--- config.mk ---
export PLATFORM = sky130hd
export DESIGN_NAME = ppr_regs
export DESIGN_NICKNAME = d
export VERILOG_FILES = /design/src/ppr_pkg.sv /design/src/ppr_delay.sv /design/src/ppr_timeout.sv /design/src/ppr_regs.sv
export SDC_FILE = /design/constraint.sdc
export NUM_CORES = 1
export LEC_CHECK = 0
export BUFFER_PORTS_ARGS = -buffer_cell sky130_fd_sc_hd__clkbuf_2
export CORE_ASPECT_RATIO = 0.6
export CORE_UTILIZATION = 52
export DETAILED_ROUTE_END_ITERATION = 8
export PLACE_DENSITY = 0.68
export SKIP_CTS_REPAIR_TIMING = 1
export SLEW_MARGIN = 10
export SYNTH_ARGS = -nofsm -noshare
export SYNTH_HDL_FRONTEND = slang
export SYNTH_HIERARCHICAL = 1
export SYNTH_SLANG_ARGS = --single-unit
--- constraint.sdc ---
create_clock -name sys_clk_i -period 6.1 [get_ports sys_clk_i]
set_input_delay 0.305 -clock sys_clk_i [delete_from_list [all_inputs] [get_ports sys_clk_i]]
set_output_delay 0.305 -clock sys_clk_i [all_outputs]
set_load 0.05 [all_outputs]
--- src/ppr_pkg.sv ---
// Package for the parallel port peripheral register block.
package ppr_pkg;

  localparam logic [11:0] ADDR_NIBBLE_DATA  = 12'h000;
  localparam logic [11:0] ADDR_HOST_STATUS  = 12'h004;
  localparam logic [11:0] ADDR_MIN_DELAY    = 12'h008;
  localparam logic [11:0] ADDR_TO_CMP_LOW   = 12'h00c;
  localparam logic [11:0] ADDR_TO_CMP_HIGH  = 12'h010;
  localparam logic [11:0] ADDR_TO_CNT_LOW   = 12'h014;
  localparam logic [11:0] ADDR_TO_CNT_HIGH  = 12'h018;
  localparam logic [11:0] ADDR_CONTROL      = 12'h01c;
  localparam logic [11:0] ADDR_IRQ_STATUS   = 12'h020;
  localparam logic [11:0] ADDR_IRQ_ENABLE   = 12'h024;
  localparam logic [11:0] ADDR_IRQ_CLEAR    = 12'h028;

  localparam int IEEE_DLY_LSB   = 8;
  localparam int COMPAT_DLY_LSB = 0;
  localparam int DLY_W          = 7;
  localparam int CNT_LOW_W      = 16;
  localparam int CNT_HIGH_W     = 10;
  localparam int TO_W           = 26;

  localparam int CTRL_MODE_LSB  = 0;
  localparam int CTRL_TO_EN_BIT = 4;

  localparam int IRQ_WRREQ_BIT  = 0;
  localparam int IRQ_DONE_BIT   = 1;
  localparam int IRQ_TMO_BIT    = 2;
  localparam int IRQ_W          = 3;

  localparam logic [2:0]  MODE_COMPAT = 3'h0;
  localparam logic [2:0]  MODE_NIBBLE = 3'h1;
  localparam logic [3:0]  HOST_STATUS_RESET = 4'hf;
  localparam logic [15:0] DELAY_RESET = 16'h0000;

  typedef enum logic [2:0] {
    NB_IDLE    = 3'b000,
    NB_REQ     = 3'b001,
    NB_SEND_HI = 3'b010,
    NB_SEND_LO = 3'b011,
    NB_ACK     = 3'b100
  } ppr_nib_state_t;

endpackage

--- src/ppr_delay.sv ---
// Minimum interface delay timer; counts the programmed number of clocks.
`timescale 1ns/100ps
module ppr_delay
  import ppr_pkg::*;
#(
  parameter int W = 7
) (
  input  wire logic         sys_clk_i,
  input  wire logic         rstn_i,
  input  wire logic         start_i,
  input  wire logic [W-1:0] count_i,
  output logic              done_o
);

  typedef struct packed {
    logic [W-1:0] cnt;
    logic         run;
    logic         done;
  } ppr_dly_t;

  ppr_dly_t q;
  ppr_dly_t next_q;

  always_comb begin
    next_q      = q;
    next_q.done = 1'b0;
    if (start_i) begin
      next_q.cnt = count_i;
      next_q.run = 1'b1;
    end else if (q.run) begin
      // A count of zero is undefined; it behaves as one clock here.
      if (q.cnt <= W'(1)) begin
        next_q.run  = 1'b0;
        next_q.done = 1'b1;
      end else begin
        next_q.cnt = q.cnt - W'(1);
      end
    end
  end

  always_ff @(negedge sys_clk_i or negedge rstn_i) begin
    if (!rstn_i) begin
      q <= '0;
    end else begin
      q <= next_q;
    end
  end

  assign done_o = q.done;

endmodule // ppr_delay

--- src/ppr_timeout.sv ---
// Twenty-six bit host time-out counter with compare and diagnostic load.
`timescale 1ns/100ps
module ppr_timeout
  import ppr_pkg::*;
#(
  parameter int W = 26
) (
  input  wire logic         sys_clk_i,
  input  wire logic         rstn_i,
  input  wire logic         enable_i,
  input  wire logic         start_i,
  input  wire logic [W-1:0] compare_i,
  input  wire logic         load_i,
  input  wire logic [W-1:0] load_val_i,
  output logic [W-1:0]      count_o,
  output logic              timeout_o
);

  typedef struct packed {
    logic [W-1:0] cnt;
    logic         tmo;
  } ppr_to_t;

  ppr_to_t q;
  ppr_to_t next_q;

  always_comb begin
    next_q     = q;
    next_q.tmo = 1'b0;
    if (start_i) begin
      next_q.cnt = '0;
    end else if (load_i) begin
      next_q.cnt = load_val_i;
    end else if (enable_i) begin
      if (q.cnt == compare_i) begin
        next_q.tmo = 1'b1;
      end else begin
        next_q.cnt = q.cnt + W'(1);
      end
    end
  end

  always_ff @(negedge sys_clk_i or negedge rstn_i) begin
    if (!rstn_i) begin
      q <= '0;
    end else begin
      q <= next_q;
    end
  end

  assign count_o   = q.cnt;
  assign timeout_o = q.tmo;

endmodule // ppr_timeout

--- src/ppr_regs.sv ---
// Parallel port peripheral registers, nibble reverse transfer and host time-out.
// Notes on behaviour
// - Nibble data writes refused before write-request seen.
// - Send upper then lower nibble on four lines.
// - Status bit 0 mirrors nStrobe.
// - Status bit 1 mirrors nSelectIn.
// - Status bit 2 mirrors nInit.
// - Status bit 3 mirrors nAutoFd.
// - IEEE delay count from bits 14:8.
// - Compatibility delay count from bits 6:0.
// - Delay field is clocks; zero undefined.
// - Time-out when counter equals joined compare.
// - Counter accessible only while enabled; diagnostic.
// - Port signals driven and sampled on falling edge.
// - Nibble mode when mode field is 001.
`timescale 1ns/100ps
module ppr_regs
  import ppr_pkg::*;
(
  input  wire logic        sys_clk_i,
  input  wire logic        rstn_i,
  input  wire logic        psel,
  input  wire logic        penable,
  input  wire logic        pwrite,
  input  wire logic [11:0] paddr,
  input  wire logic [31:0] pwdata,
  output logic [31:0]      prdata,
  output logic             pready,
  output logic             pslverr,
  input  wire logic        host_n_strobe_i,
  input  wire logic        host_n_select_in_i,
  input  wire logic        host_n_init_i,
  input  wire logic        host_n_auto_fd_i,
  output logic [3:0]       nibble_lines_o,
  output logic             nibble_valid_o,
  output logic             ieee_handshake_ok_o,
  output logic             compat_handshake_ok_o,
  output logic             irq_o
);

  typedef struct packed {
    logic [3:0]          host_sync;
    logic [7:0]          nib_data;
    logic                nib_armed;
    logic                nib_loaded;
    ppr_nib_state_t      nib_st;
    logic [3:0]          nib_lines;
    logic                nib_valid;
    logic [15:0]         delay;
    logic [CNT_LOW_W-1:0]  cmp_lo;
    logic [CNT_HIGH_W-1:0] cmp_hi;
    logic [2:0]          mode;
    logic                to_en;
    logic                strobe_d;
    logic [IRQ_W-1:0]    irq_stat;
    logic [IRQ_W-1:0]    irq_en;
    logic [31:0]         rdata;
  } ppr_regs_t;

  ppr_regs_t q;
  ppr_regs_t next_q;

  logic            wr_acc;
  logic            rd_acc;
  logic            addr_ok;
  logic            dly_start;
  logic            ieee_done;
  logic            compat_done;
  logic            to_start;
  logic            to_load;
  logic [TO_W-1:0] to_load_val;
  logic [TO_W-1:0] to_count;
  logic            to_fire;
  logic            strobe_fall;

  function automatic logic known_addr(input logic [11:0] a);
    unique case (a)
      ADDR_NIBBLE_DATA, ADDR_HOST_STATUS, ADDR_MIN_DELAY, ADDR_TO_CMP_LOW,
      ADDR_TO_CMP_HIGH, ADDR_TO_CNT_LOW, ADDR_TO_CNT_HIGH, ADDR_CONTROL,
      ADDR_IRQ_STATUS, ADDR_IRQ_ENABLE, ADDR_IRQ_CLEAR: known_addr = 1'b1;
      default: known_addr = 1'b0;
    endcase
  endfunction

  ////////////////////////////////////////////////////////////////////////////
  // APB access decode.

  assign addr_ok = known_addr(paddr);
  assign wr_acc  = psel && penable && pwrite;
  assign rd_acc  = psel && penable && !pwrite;
  assign pready  = 1'b1;
  assign pslverr = psel && penable && !addr_ok;
  assign prdata  = q.rdata;

  // Host strobe falling edge marks the host acknowledging a nibble.
  assign strobe_fall = q.strobe_d && !q.host_sync[0];

  // Diagnostic counter writes land only while the counter is enabled.
  assign to_load     = wr_acc && q.to_en && (paddr == ADDR_TO_CNT_LOW || paddr == ADDR_TO_CNT_HIGH);
  assign to_load_val = (paddr == ADDR_TO_CNT_LOW) ? {to_count[TO_W-1:CNT_LOW_W], pwdata[CNT_LOW_W-1:0]}
                                                  : {pwdata[CNT_HIGH_W-1:0], to_count[CNT_LOW_W-1:0]};
  assign to_start    = (q.nib_st == NB_SEND_HI) && (q.nib_st != next_q.nib_st) ||
                       (q.nib_st == NB_IDLE && next_q.nib_st == NB_REQ);
  assign dly_start   = (q.nib_st != next_q.nib_st) && (next_q.nib_st == NB_SEND_HI ||
                       next_q.nib_st == NB_SEND_LO);

  ////////////////////////////////////////////////////////////////////////////
  // Next-state logic.

  always_comb begin
    next_q = q;
    // Host lines are sampled on the falling edge via the register process.
    next_q.host_sync = {host_n_auto_fd_i, host_n_init_i, host_n_select_in_i, host_n_strobe_i};
    next_q.strobe_d  = q.host_sync[0];
    next_q.rdata     = 32'h0000_0000;

    if (wr_acc) begin
      unique case (paddr)
        ADDR_NIBBLE_DATA: begin
          if (q.nib_armed) begin
            next_q.nib_data   = pwdata[7:0];
            next_q.nib_loaded = 1'b1;
          end
        end
        ADDR_MIN_DELAY: begin
          // Reserved bits 15 and 7 are kept at zero whatever is written.
          next_q.delay = {1'b0, pwdata[14:8], 1'b0, pwdata[6:0]};
        end
        ADDR_TO_CMP_LOW:  next_q.cmp_lo = pwdata[CNT_LOW_W-1:0];
        ADDR_TO_CMP_HIGH: next_q.cmp_hi = pwdata[CNT_HIGH_W-1:0];
        ADDR_CONTROL: begin
          next_q.mode  = pwdata[CTRL_MODE_LSB +: 3];
          next_q.to_en = pwdata[CTRL_TO_EN_BIT];
        end
        ADDR_IRQ_ENABLE: next_q.irq_en = pwdata[IRQ_W-1:0];
        ADDR_IRQ_CLEAR:  next_q.irq_stat = q.irq_stat & ~pwdata[IRQ_W-1:0];
        default: ;
      endcase
    end

    if (rd_acc) begin
      unique case (paddr)
        ADDR_NIBBLE_DATA: next_q.rdata = {24'h00_0000, q.nib_data};
        ADDR_HOST_STATUS: next_q.rdata = {28'h000_0000, q.host_sync};
        ADDR_MIN_DELAY:   next_q.rdata = {16'h0000, q.delay};
        ADDR_TO_CMP_LOW:  next_q.rdata = {16'h0000, q.cmp_lo};
        ADDR_TO_CMP_HIGH: next_q.rdata = {22'h00_0000, q.cmp_hi};
        ADDR_TO_CNT_LOW:  next_q.rdata = q.to_en ? {16'h0000, to_count[CNT_LOW_W-1:0]} : 32'h0000_0000;
        ADDR_TO_CNT_HIGH: next_q.rdata = q.to_en ? {22'h00_0000, to_count[TO_W-1:CNT_LOW_W]} : 32'h0000_0000;
        ADDR_CONTROL:     next_q.rdata = {27'h000_0000, q.to_en, 1'b0, q.mode};
        ADDR_IRQ_STATUS:  next_q.rdata = {29'h0000_0000, q.irq_stat};
        ADDR_IRQ_ENABLE:  next_q.rdata = {29'h0000_0000, q.irq_en};
        default:          next_q.rdata = 32'h0000_0000;
      endcase
    end

    // Nibble reverse transfer sequencer.
    unique case (q.nib_st)
      NB_IDLE: begin
        next_q.nib_valid = 1'b0;
        if (q.mode == MODE_NIBBLE) begin
          next_q.nib_st               = NB_REQ;
          next_q.nib_armed            = 1'b1;
          next_q.irq_stat[IRQ_WRREQ_BIT] = 1'b1;
        end
      end
      NB_REQ: begin
        if (q.mode != MODE_NIBBLE) begin
          next_q.nib_st    = NB_IDLE;
          next_q.nib_armed = 1'b0;
        end else if (next_q.nib_loaded) begin
          next_q.nib_st     = NB_SEND_HI;
          next_q.nib_armed  = 1'b0;
          next_q.nib_lines  = next_q.nib_data[7:4];
        end
      end
      NB_SEND_HI: begin
        if (ieee_done) begin
          next_q.nib_valid = 1'b1;
        end
        if (q.nib_valid && strobe_fall) begin
          next_q.nib_st    = NB_SEND_LO;
          next_q.nib_valid = 1'b0;
          next_q.nib_lines = q.nib_data[3:0];
        end
      end
      NB_SEND_LO: begin
        if (ieee_done) begin
          next_q.nib_valid = 1'b1;
        end
        if (q.nib_valid && strobe_fall) begin
          next_q.nib_st    = NB_ACK;
          next_q.nib_valid = 1'b0;
        end
      end
      NB_ACK: begin
        next_q.nib_loaded          = 1'b0;
        next_q.nib_st              = NB_IDLE;
        next_q.irq_stat[IRQ_DONE_BIT] = 1'b1;
      end
      default: next_q.nib_st = NB_IDLE;
    endcase

    // A time-out abandons the transfer; event sets win over software clears.
    if (to_fire) begin
      next_q.irq_stat[IRQ_TMO_BIT] = 1'b1;
      next_q.nib_st    = NB_IDLE;
      next_q.nib_valid = 1'b0;
      next_q.nib_armed = 1'b0;
      next_q.nib_loaded = 1'b0;
    end
  end

  ////////////////////////////////////////////////////////////////////////////
  // State register; all port-facing state moves on the falling edge.

  always_ff @(negedge sys_clk_i or negedge rstn_i) begin
    if (!rstn_i) begin
      q           <= '0;
      q.host_sync <= HOST_STATUS_RESET;
      q.strobe_d  <= 1'b1;
      q.delay     <= DELAY_RESET;
      q.mode      <= MODE_COMPAT;
      q.nib_st    <= NB_IDLE;
    end else begin
      q <= next_q;
    end
  end

  ////////////////////////////////////////////////////////////////////////////
  // Delay timers and host time-out.

  ppr_delay #(.W(DLY_W)) u_ieee_dly (
    .sys_clk_i (sys_clk_i),
    .rstn_i    (rstn_i),
    .start_i   (dly_start),
    .count_i   (q.delay[IEEE_DLY_LSB +: DLY_W]),
    .done_o    (ieee_done)
  );

  ppr_delay #(.W(DLY_W)) u_compat_dly (
    .sys_clk_i (sys_clk_i),
    .rstn_i    (rstn_i),
    .start_i   (strobe_fall && q.mode == MODE_COMPAT),
    .count_i   (q.delay[COMPAT_DLY_LSB +: DLY_W]),
    .done_o    (compat_done)
  );

  ppr_timeout #(.W(TO_W)) u_timeout (
    .sys_clk_i  (sys_clk_i),
    .rstn_i     (rstn_i),
    .enable_i   (q.to_en && q.nib_st != NB_IDLE),
    .start_i    (to_start),
    .compare_i  ({q.cmp_hi, q.cmp_lo}),
    .load_i     (to_load),
    .load_val_i (to_load_val),
    .count_o    (to_count),
    .timeout_o  (to_fire)
  );

  assign nibble_lines_o        = q.nib_lines;
  assign nibble_valid_o        = q.nib_valid;
  assign ieee_handshake_ok_o   = ieee_done;
  assign compat_handshake_ok_o = compat_done;
  assign irq_o                 = |(q.irq_stat & q.irq_en);

endmodule // ppr_regs

==> metrics.yaml, run 1 <==
clock_network:
  clkSinkCount: 134
  cts.path.max_buffers: 2
  insertion_delay_ns: 0.44
  htreeDepth: 4
  path_clk_slew_ns: 0.05
  cts_inserted_buffers: 17
  clock-root-buffer: "clkbuf_16"
  tritoncts: "built"
logic_synthesis:
  ys_warn_count: 6
  synthArstFlopShare: 1.00
  synth_edf_count: 0
  syn_area_mm2: 0.00833
  synth_cells: 829
  synth.distinct_cells: 80
  ys_seq_area_frac: 0.403
  avgSynthCellArea_um2: 10.1
  synth_seq_cells: 134
  synthFlopType: "dfrtn_1"
place:
  gp_congestion: 0.933
  place_hpwl_mm: 17.8
  placed_area_mm2: 0.00870
  io_buffers: 61
global_route:
  grt_max_degree: 64
  grt_pass1_vias: 6542
  grt_pass1_wl_mm: 38.4
  grt_overflow_total: 0
  track_usage: 0.309
  antenna_found_initial: 0
outcome:
  failed_checks: "DRC"
  status: "finished with violations"
sta:
  setup_viol: 0
  rsz0062_at_grt: "false"
  slew_headroom: 0.322
  tns_ns: 0
  skew_ns: 0.0529
  hold_viol: 0
  drv_slew: 0
  tightest_slew_ns: 1.01
floorplanning:
  num_rows: 35
  start_util: 0.537
  io_pins: 95
  die_h_um: 100
  fp.dieW_um: 165
  core_area_mm2: 0.0155
  dieArea_mm2: 0.0165
critical_path:
  crit_fanout: 17
  required_ns: 3.29
  crit_arrival_ns: 2.89
  cp-start-kind: "primary input"
  crit_type: "in -> reg"
  end_kind: "register"
power_and_ir_drop:
  power.density_mw_per_mm2: 252
  p_leak_nw: 4.40
  ir_drop_uv: 211
routing:
  vias: 7166
  routed_wl_mm: 24.4
  via_per_inst: 6.55
  wl_per_cell_um: 22.3
  ant_nets: 0
  first_pass_iters: 8
  drc: 19
  drtIter0Drc: 1068
final_layout:
  areaGrowthSynthToFinish_pct: 11.5
  drive_gt1_frac: 0.269
  final_net_count: 936
  antenna_cells: 0
  regArea_mm2: 0.00336
  final_cell_mix: "dfrtn_1 (129), nand2_1 (78), clkbuf_2 (60)"
  fill_cells: 1284
  layout_commonest_cell: "dfrtn_1"
  multiInputGateArea_mm2: 0.00447
  stdcell_area_mm2: 0.00929
  final_util: 0.600
min_path:
  hold_class: "reg -> reg"
run:
  max_cap_violations: 0
area by class of cell:
type	count	share of cell area
multi-input cells	612	0.481
flip-flops and latches	134	0.361
repair buffers	93	0.0594
clock buffers	17	0.0458
well taps	203	0.0273
clock inverters	20	0.0188
inverters	15	0.00606
routing by layer:
| layer | track usage | wire (um) | vias to the layer above |
|---|---|---|---|
| met5 | 0 | 0 | - |
| met1 | 0.486 | 11400 | 3506 |
| li1 | - | - | 3134 |
| met4 | 0.0818 | 369 | 0 |
| met3 | 0.0810 | 3000 | 44 |
| met2 | 0.409 | 9650 | 482 |
worst paths after layout:
path                             from                    end  slack (ns)  depth (start not counted)
hold / removal             next_q[38]                  q[38]        0.41                          0
max in group asynchronous      rstn_i                  q[43]        2.37                          2
hold reg to reg            next_q[38]                  q[38]        0.41                          0
setup reg to reg           next_q[38]  u_timeout/count_o[10]        2.78                         11
min in group asynchronous      rstn_i      u_compat_dly/q[7]        2.81                          1
setup / recovery             paddr[2]  u_timeout/count_o[10]        0.39                         11
synth_stat cells, types with 12 or more instances:
| library cell | count | area (um2) |
|---|---|---|
| nor3_1 | 17 | 85.1 |
| o21ai_0 | 29 | 145 |
| buf_4 | 37 | 278 |
| buf_2 | 18 | 90.1 |
| nand2_1 | 78 | 293 |
| clkbuf_1 | 19 | 71.3 |
| a22o_1 | 30 | 263 |
| nand4_1 | 15 | 93.8 |
| nor4_1 | 12 | 75.1 |
| mux2_2 | 57 | 642 |
| nor2_1 | 47 | 176 |
| xor2_1 | 26 | 228 |
| mux2_4 | 22 | 330 |
| inv_1 | 16 | 60.1 |
| dfrtn_1 | 129 | 3230 |
| nand3_1 | 22 | 110 |
| a21oi_1 | 22 | 110 |
worst max-delay path: stages:
cell,delay [ns]
clkbuf_2,0.13
nor2b_1,0.16
and2_1,0.19
o21ai_0,0.23
nor3_2,0.08
or2_1,0.25
nor4_1,0.18
nand4_1,0.30
buf_4,0.29
o21a_1,0.45
a22o_1,0.32
where the power goes:
part           internal, mW  switching, mW
Sequential            0.928         0.0446
Clock                 0.583          0.453
Combinational         0.119          0.212
metrics by stage:
stage	cells	hold WS (ns)	power [mW]	worst slack [ns]
2_1_floorplan	844	0.367	1.21	0.229
3_3_place_gp	1058	0.396	1.30	0.161
3_5_place_dp	1058	0.398	1.31	0.108
4_1_cts	1094	0.410	2.34	0.513
5_1_grt	1094	0.424	2.43	0.360
6_report	1094	0.406	2.34	0.394
sequential cells by signal, summed over array words and instances (netlist names):
signal / count
prdata: 16
next_q: 1
u_compat_dly/done_o: 1
u_timeout/timeout_o: 1
q: 67
u_timeout/count_o: 26
u_ieee_dly/q: 8
nibble_valid_o: 1
u_ieee_dly/done_o: 1
u_compat_dly/q: 8
nibble_lines_o: 4
logic make-up after synthesis:
family                   share of synthesized area
buffers and inverters                       0.0682
multiplexers                                 0.132
adder cells (fa/ha/maj)                    0.00751
flip-flops                                   0.403
AO/OA/AOI/OAI                                0.165
AND/OR/NAND/NOR                              0.188
XOR/XNOR                                    0.0347
other                                     0.000901
Power figures use the tool's default switching activity.
==> run 2, diff against run 1 <==
--- a/config.mk
+++ b/config.mk
@@ -9,10 +9,9 @@
 export CORE_ASPECT_RATIO = 0.6
 export CORE_UTILIZATION = 52
 export DETAILED_ROUTE_END_ITERATION = 8
-export PLACE_DENSITY = 0.68
+export PLACE_DENSITY = 0.69
 export SKIP_CTS_REPAIR_TIMING = 1
 export SLEW_MARGIN = 10
 export SYNTH_ARGS = -nofsm -noshare
 export SYNTH_HDL_FRONTEND = slang
-export SYNTH_HIERARCHICAL = 1
 export SYNTH_SLANG_ARGS = --single-unit
==> run 2 against run 1 <==
Effect of this change: the flow now finishes without violations; global-route usage is 0.32 points lower; sequential power is 2.4% lower; cell count is 10% lower; die area is 10% lower; total power is 4.5% lower; register-to-register slack better by 0.11 ns; first-iteration DRC count is 29% lower; routed wire length is 13% lower; synthesized cell count is 11% lower; via count is 14% lower; core utilization is 0.51 points higher; synthesized area is 10% lower.
==> metrics.yaml, run 2 <==
outcome:
  status: "complete, no violations"  # was finished with violations
final_layout:
  instances_no_fill: 984  # was 1094
  layout_commonest_cell: "dfrtn_1"  # unchanged
  largest_reg_flops: 67  # unchanged
  fill_cells: 1142  # was 1284
  regMostFlops: "q"  # unchanged
  final_net_count: 837  # was 936
  final_cell_mix: "dfrtn_1 (129), nand2_1 (76), clkbuf_2 (60)"  # was dfrtn_1 (129), nand2_1 (78), clkbuf_2 (60)
  drive_gt1_frac: 0.253  # was 0.269
  areaGrowthSynthToFinish_pct: 11.9  # was 11.5%
  antenna_cells: 0  # unchanged
floorplanning:
  die_h_um: 94.8  # was 100 um
  io_pins: 95  # unchanged
  num_rows: 33  # was 35
  core_area_mm2: 0.0138  # was 0.0155 mm2
  start_util: 0.540  # was 0.537
  dieArea_mm2: 0.0149  # was 0.0165 mm2
  fp.dieW_um: 157  # was 165 um
critical_path:
  required_ns: 3.27  # was 3.29 ns
  crit_chain: "clkbuf_2 -> nor2_1 -> nand3b_2 -> nor3_2 -> nand2_1 -> nand2_1 -> mux2_1 -> a31oi_1"  # was clkbuf_2 -> nor2b_1 -> and2_1 -> o21ai_0 -> nor3_2 -> or2_1 -> nor4_1 -> nand4_1 -> buf_4 -> o21a_1 -> a22o_1
  reg2reg_depth: 7  # was 11
  reg2reg_to: "u_timeout.count_o[9]"  # was u_timeout/count_o[10]
  cp_slowest_cell: "nor2_1"  # was o21a_1
  cp_top_family: "simple AND/OR/NAND/NOR gates"  # unchanged
  crit_arrival_ns: 2.37  # was 2.89 ns
  crit_cells: 8  # was 11
  cp.buffers_inverters: 1  # was 2
  r2r_start: "u_timeout.count_o[10]"  # was next_q[38]
  end_kind: "register"  # unchanged
  ff2ff_setup_slack_ns: 2.89  # was 2.78 ns
  crit_fanout: 10  # was 17
  cp-start-kind: "primary input"  # unchanged
  crit_type: "in -> reg"  # unchanged
  path_common_cell: "nand2_1"
  max_stage_delay_ns: 0.50  # was 0.45 ns
logic_synthesis:
  synth_seq_cells: 134  # unchanged
  synth_top_family_by_area: "simple AND/OR/NAND/NOR gates"  # unchanged
  synth_cells: 739  # was 829
  synthArstFlopShare: 1.00  # unchanged
  synth_top_area_frac: 0.432  # was 0.387
  yosys.area.top_type: "dfrtn_1"  # unchanged
  yosys-top-cells-count: "dfrtn_1 (129), nand2_1 (76), mux2_2 (54)"  # was dfrtn_1 (129), nand2_1 (78), mux2_2 (57)
  synth_adder_area_share: 0.00837  # was 0.00751
  synth_xor_area_frac: 0.0445  # was 0.0347
  synth_edf_count: 0  # unchanged
  yosysMostFrequentCell: "dfrtn_1"  # unchanged
  synth.distinct_cells: 73  # was 80
  synth_compound_area_frac: 0.136  # was 0.165
  synthTopCellsByArea: "dfrtn_1 (43%), mux2_2 (8.1%), buf_4 (4.1%)"  # was dfrtn_1 (39%), mux2_2 (7.7%), mux2_4 (4.0%)
  syn_area_mm2: 0.00747  # was 0.00833 mm2
  ys_warn_count: 0  # was 6
  muxShareOfSynthArea: 0.0973  # was 0.132
  synthSimpleGateAreaFrac: 0.192  # was 0.188
  avgSynthCellArea_um2: 10.1  # about the same
  synthFlopType: "dfrtn_1"  # unchanged
  ys_seq_area_frac: 0.450  # was 0.403
routing:
  via_per_inst: 6.24  # was 6.55
  drc: 0  # was 19
  vias: 6143  # was 7166
  wl_per_cell_um: 21.5  # was 22.3 um
  drtIter0Drc: 763  # was 1068
  first_pass_iters: 5  # was 8
  routed_wl_mm: 21.2  # was 24.4 mm
  ant_nets: 0  # unchanged
power_and_ir_drop:
  combPwrFrac: 0.097  # was 0.141
  power_mw: 2.23  # was 2.34 mW
  power_frac_seq: 0.425  # was 0.416
  pwr-share-clk: 0.478  # was 0.443
  intPower_mw: 1.62  # was 1.63 mW
  ir_drop_uv: 168  # was 211 uV
  power.share.switching: 0.274  # was 0.303
  p_leak_nw: 3.79  # was 4.40 nW
  p_sw_uw: 611  # was 709 uW
  power.density_mw_per_mm2: 267  # was 252 mW/mm2
clock_network:
  cts.path.max_buffers: 2  # unchanged
  insertion_delay_ns: 0.45  # was 0.44 ns
  tritoncts: "built"  # unchanged
  path_clk_slew_ns: 0.05  # about the same
  cts_inserted_buffers: 17  # unchanged
  htreeDepth: 4  # unchanged
  clock-root-buffer: "clkbuf_16"  # unchanged
  clkSinkCount: 134  # unchanged
place:
  io_buffers: 61  # unchanged
  gp_congestion: 0.942  # was 0.933
  place_ws_ns: 0.506  # was 0.108 ns
  dp.cells: 948  # was 1058
  place_hpwl_mm: 15.4  # was 17.8 mm
sta:
  slew_headroom: 0.437  # was 0.322
  setup_viol: 0  # unchanged
  worst_slack_ns: 0.901  # was 0.394 ns
  holdWs_ns: 0.425  # was 0.406 ns
  skew_ns: 0.0624  # was 0.0529 ns
  rsz0062_at_grt: "false"  # unchanged
  tightest_slew_ns: 0.845  # was 1.01 ns
  drv_slew: 0  # unchanged
  tns_ns: 0  # unchanged
  hold_viol: 0  # unchanged
global_route:
  grt_overflow_total: 0  # unchanged
  grt_pass1_wl_mm: 33.0  # was 38.4 mm
  track_usage: 0.305  # was 0.309
  grt_max_degree: 92  # was 64
  grt_pass1_vias: 5790  # was 6542
  antenna_found_initial: 0  # unchanged
min_path:
  holdPathStages: 0  # unchanged
  hold_class: "reg -> reg"  # unchanged
  hold_end: "q[38]"  # unchanged
  hp-start: "next_q[38]"  # unchanged
run:
  max_cap_violations: 0  # unchanged
-- run 2: cell types whose count changed after synthesis, sizes merged, moves of 8 or more --
cell	previous run	this run
xnor2	7	22
nand3	22	30
o22ai	11	2
and3	7	18
nand2b	9	1
xor2	26	16
nor4	16	7
a31oi	11	20
mux2	81	58
a21oi	22	40
a22o	30	1
-- run 2: stage by stage --
step,util,cell area (um2)
floorplan,-,7530
global placement,0.559,7740
detailed placement,0.559,7740
CTS,0.604,8350
global route,0.605,8360
finish,0.605,8360
-- run 2: kinds of logic after synthesis --
group,after synthesis
simple gates,261
buf+inv,88
fa+ha+maj,5
compound gates,148
flops,134
xor+xnor,38
mux,63
other cells,2
-- run 2: metal layers --
layer,global-route usage,vias up,routed length [um]
li1,-,2719,-
met5,0,-,0
met1,0.465,3036,9830
met2,0.410,362,8470
met4,0.0842,0,197
met3,0.0918,26,2700
-- run 2: cell type report --
class	instances	area, um2	share of cell area
clock buffers	18	439	0.0525
flip-flops and latches	134	3360	0.402
well taps	192	240	0.0287
multi-input cells	532	3660	0.438
repair buffers	79	447	0.0534
inverters	10	37.5	0.00449
clock inverters	19	180	0.0215
-- run 2: worst register-to-register path: stages (launching register included) --
cell     delay (ns)
dfrtn_1        0.54
xor2_1         0.14
nor4_1         0.48
nand4_1        0.71
nand2_1        0.72
buf_4          0.25
o31a_1         0.14
a21oi_1        0.06
-- run 2: how the worst max path moves through the flow --
stage	startpoint	endpoint	slack [ns]
2_1_floorplan	paddr[7]	nibble_lines_o[0]	0.86
3_3_place_gp	paddr[1]	u_timeout.count_o[23]	0.56
3_5_place_dp	paddr[7]	u_ieee_dly.q[3]	0.51
4_1_cts	paddr[7]	u_ieee_dly.q[3]	0.92
5_1_grt	paddr[1]	u_timeout.count_o[22]	0.68
6_report	paddr[1]	u_timeout.count_o[23]	0.90
-- run 2: power by group through the flow --
stage               Combinational [mW]  Clock (mW)  Sequential [mW]
floorplan                        0.141     0.00611            0.965
global placement                 0.205     0.00611            0.960
detailed placement               0.215     0.00611            0.963
CTS                              0.215        1.07            0.949
global route                     0.242        1.12            0.952
finish                           0.216        1.07            0.950
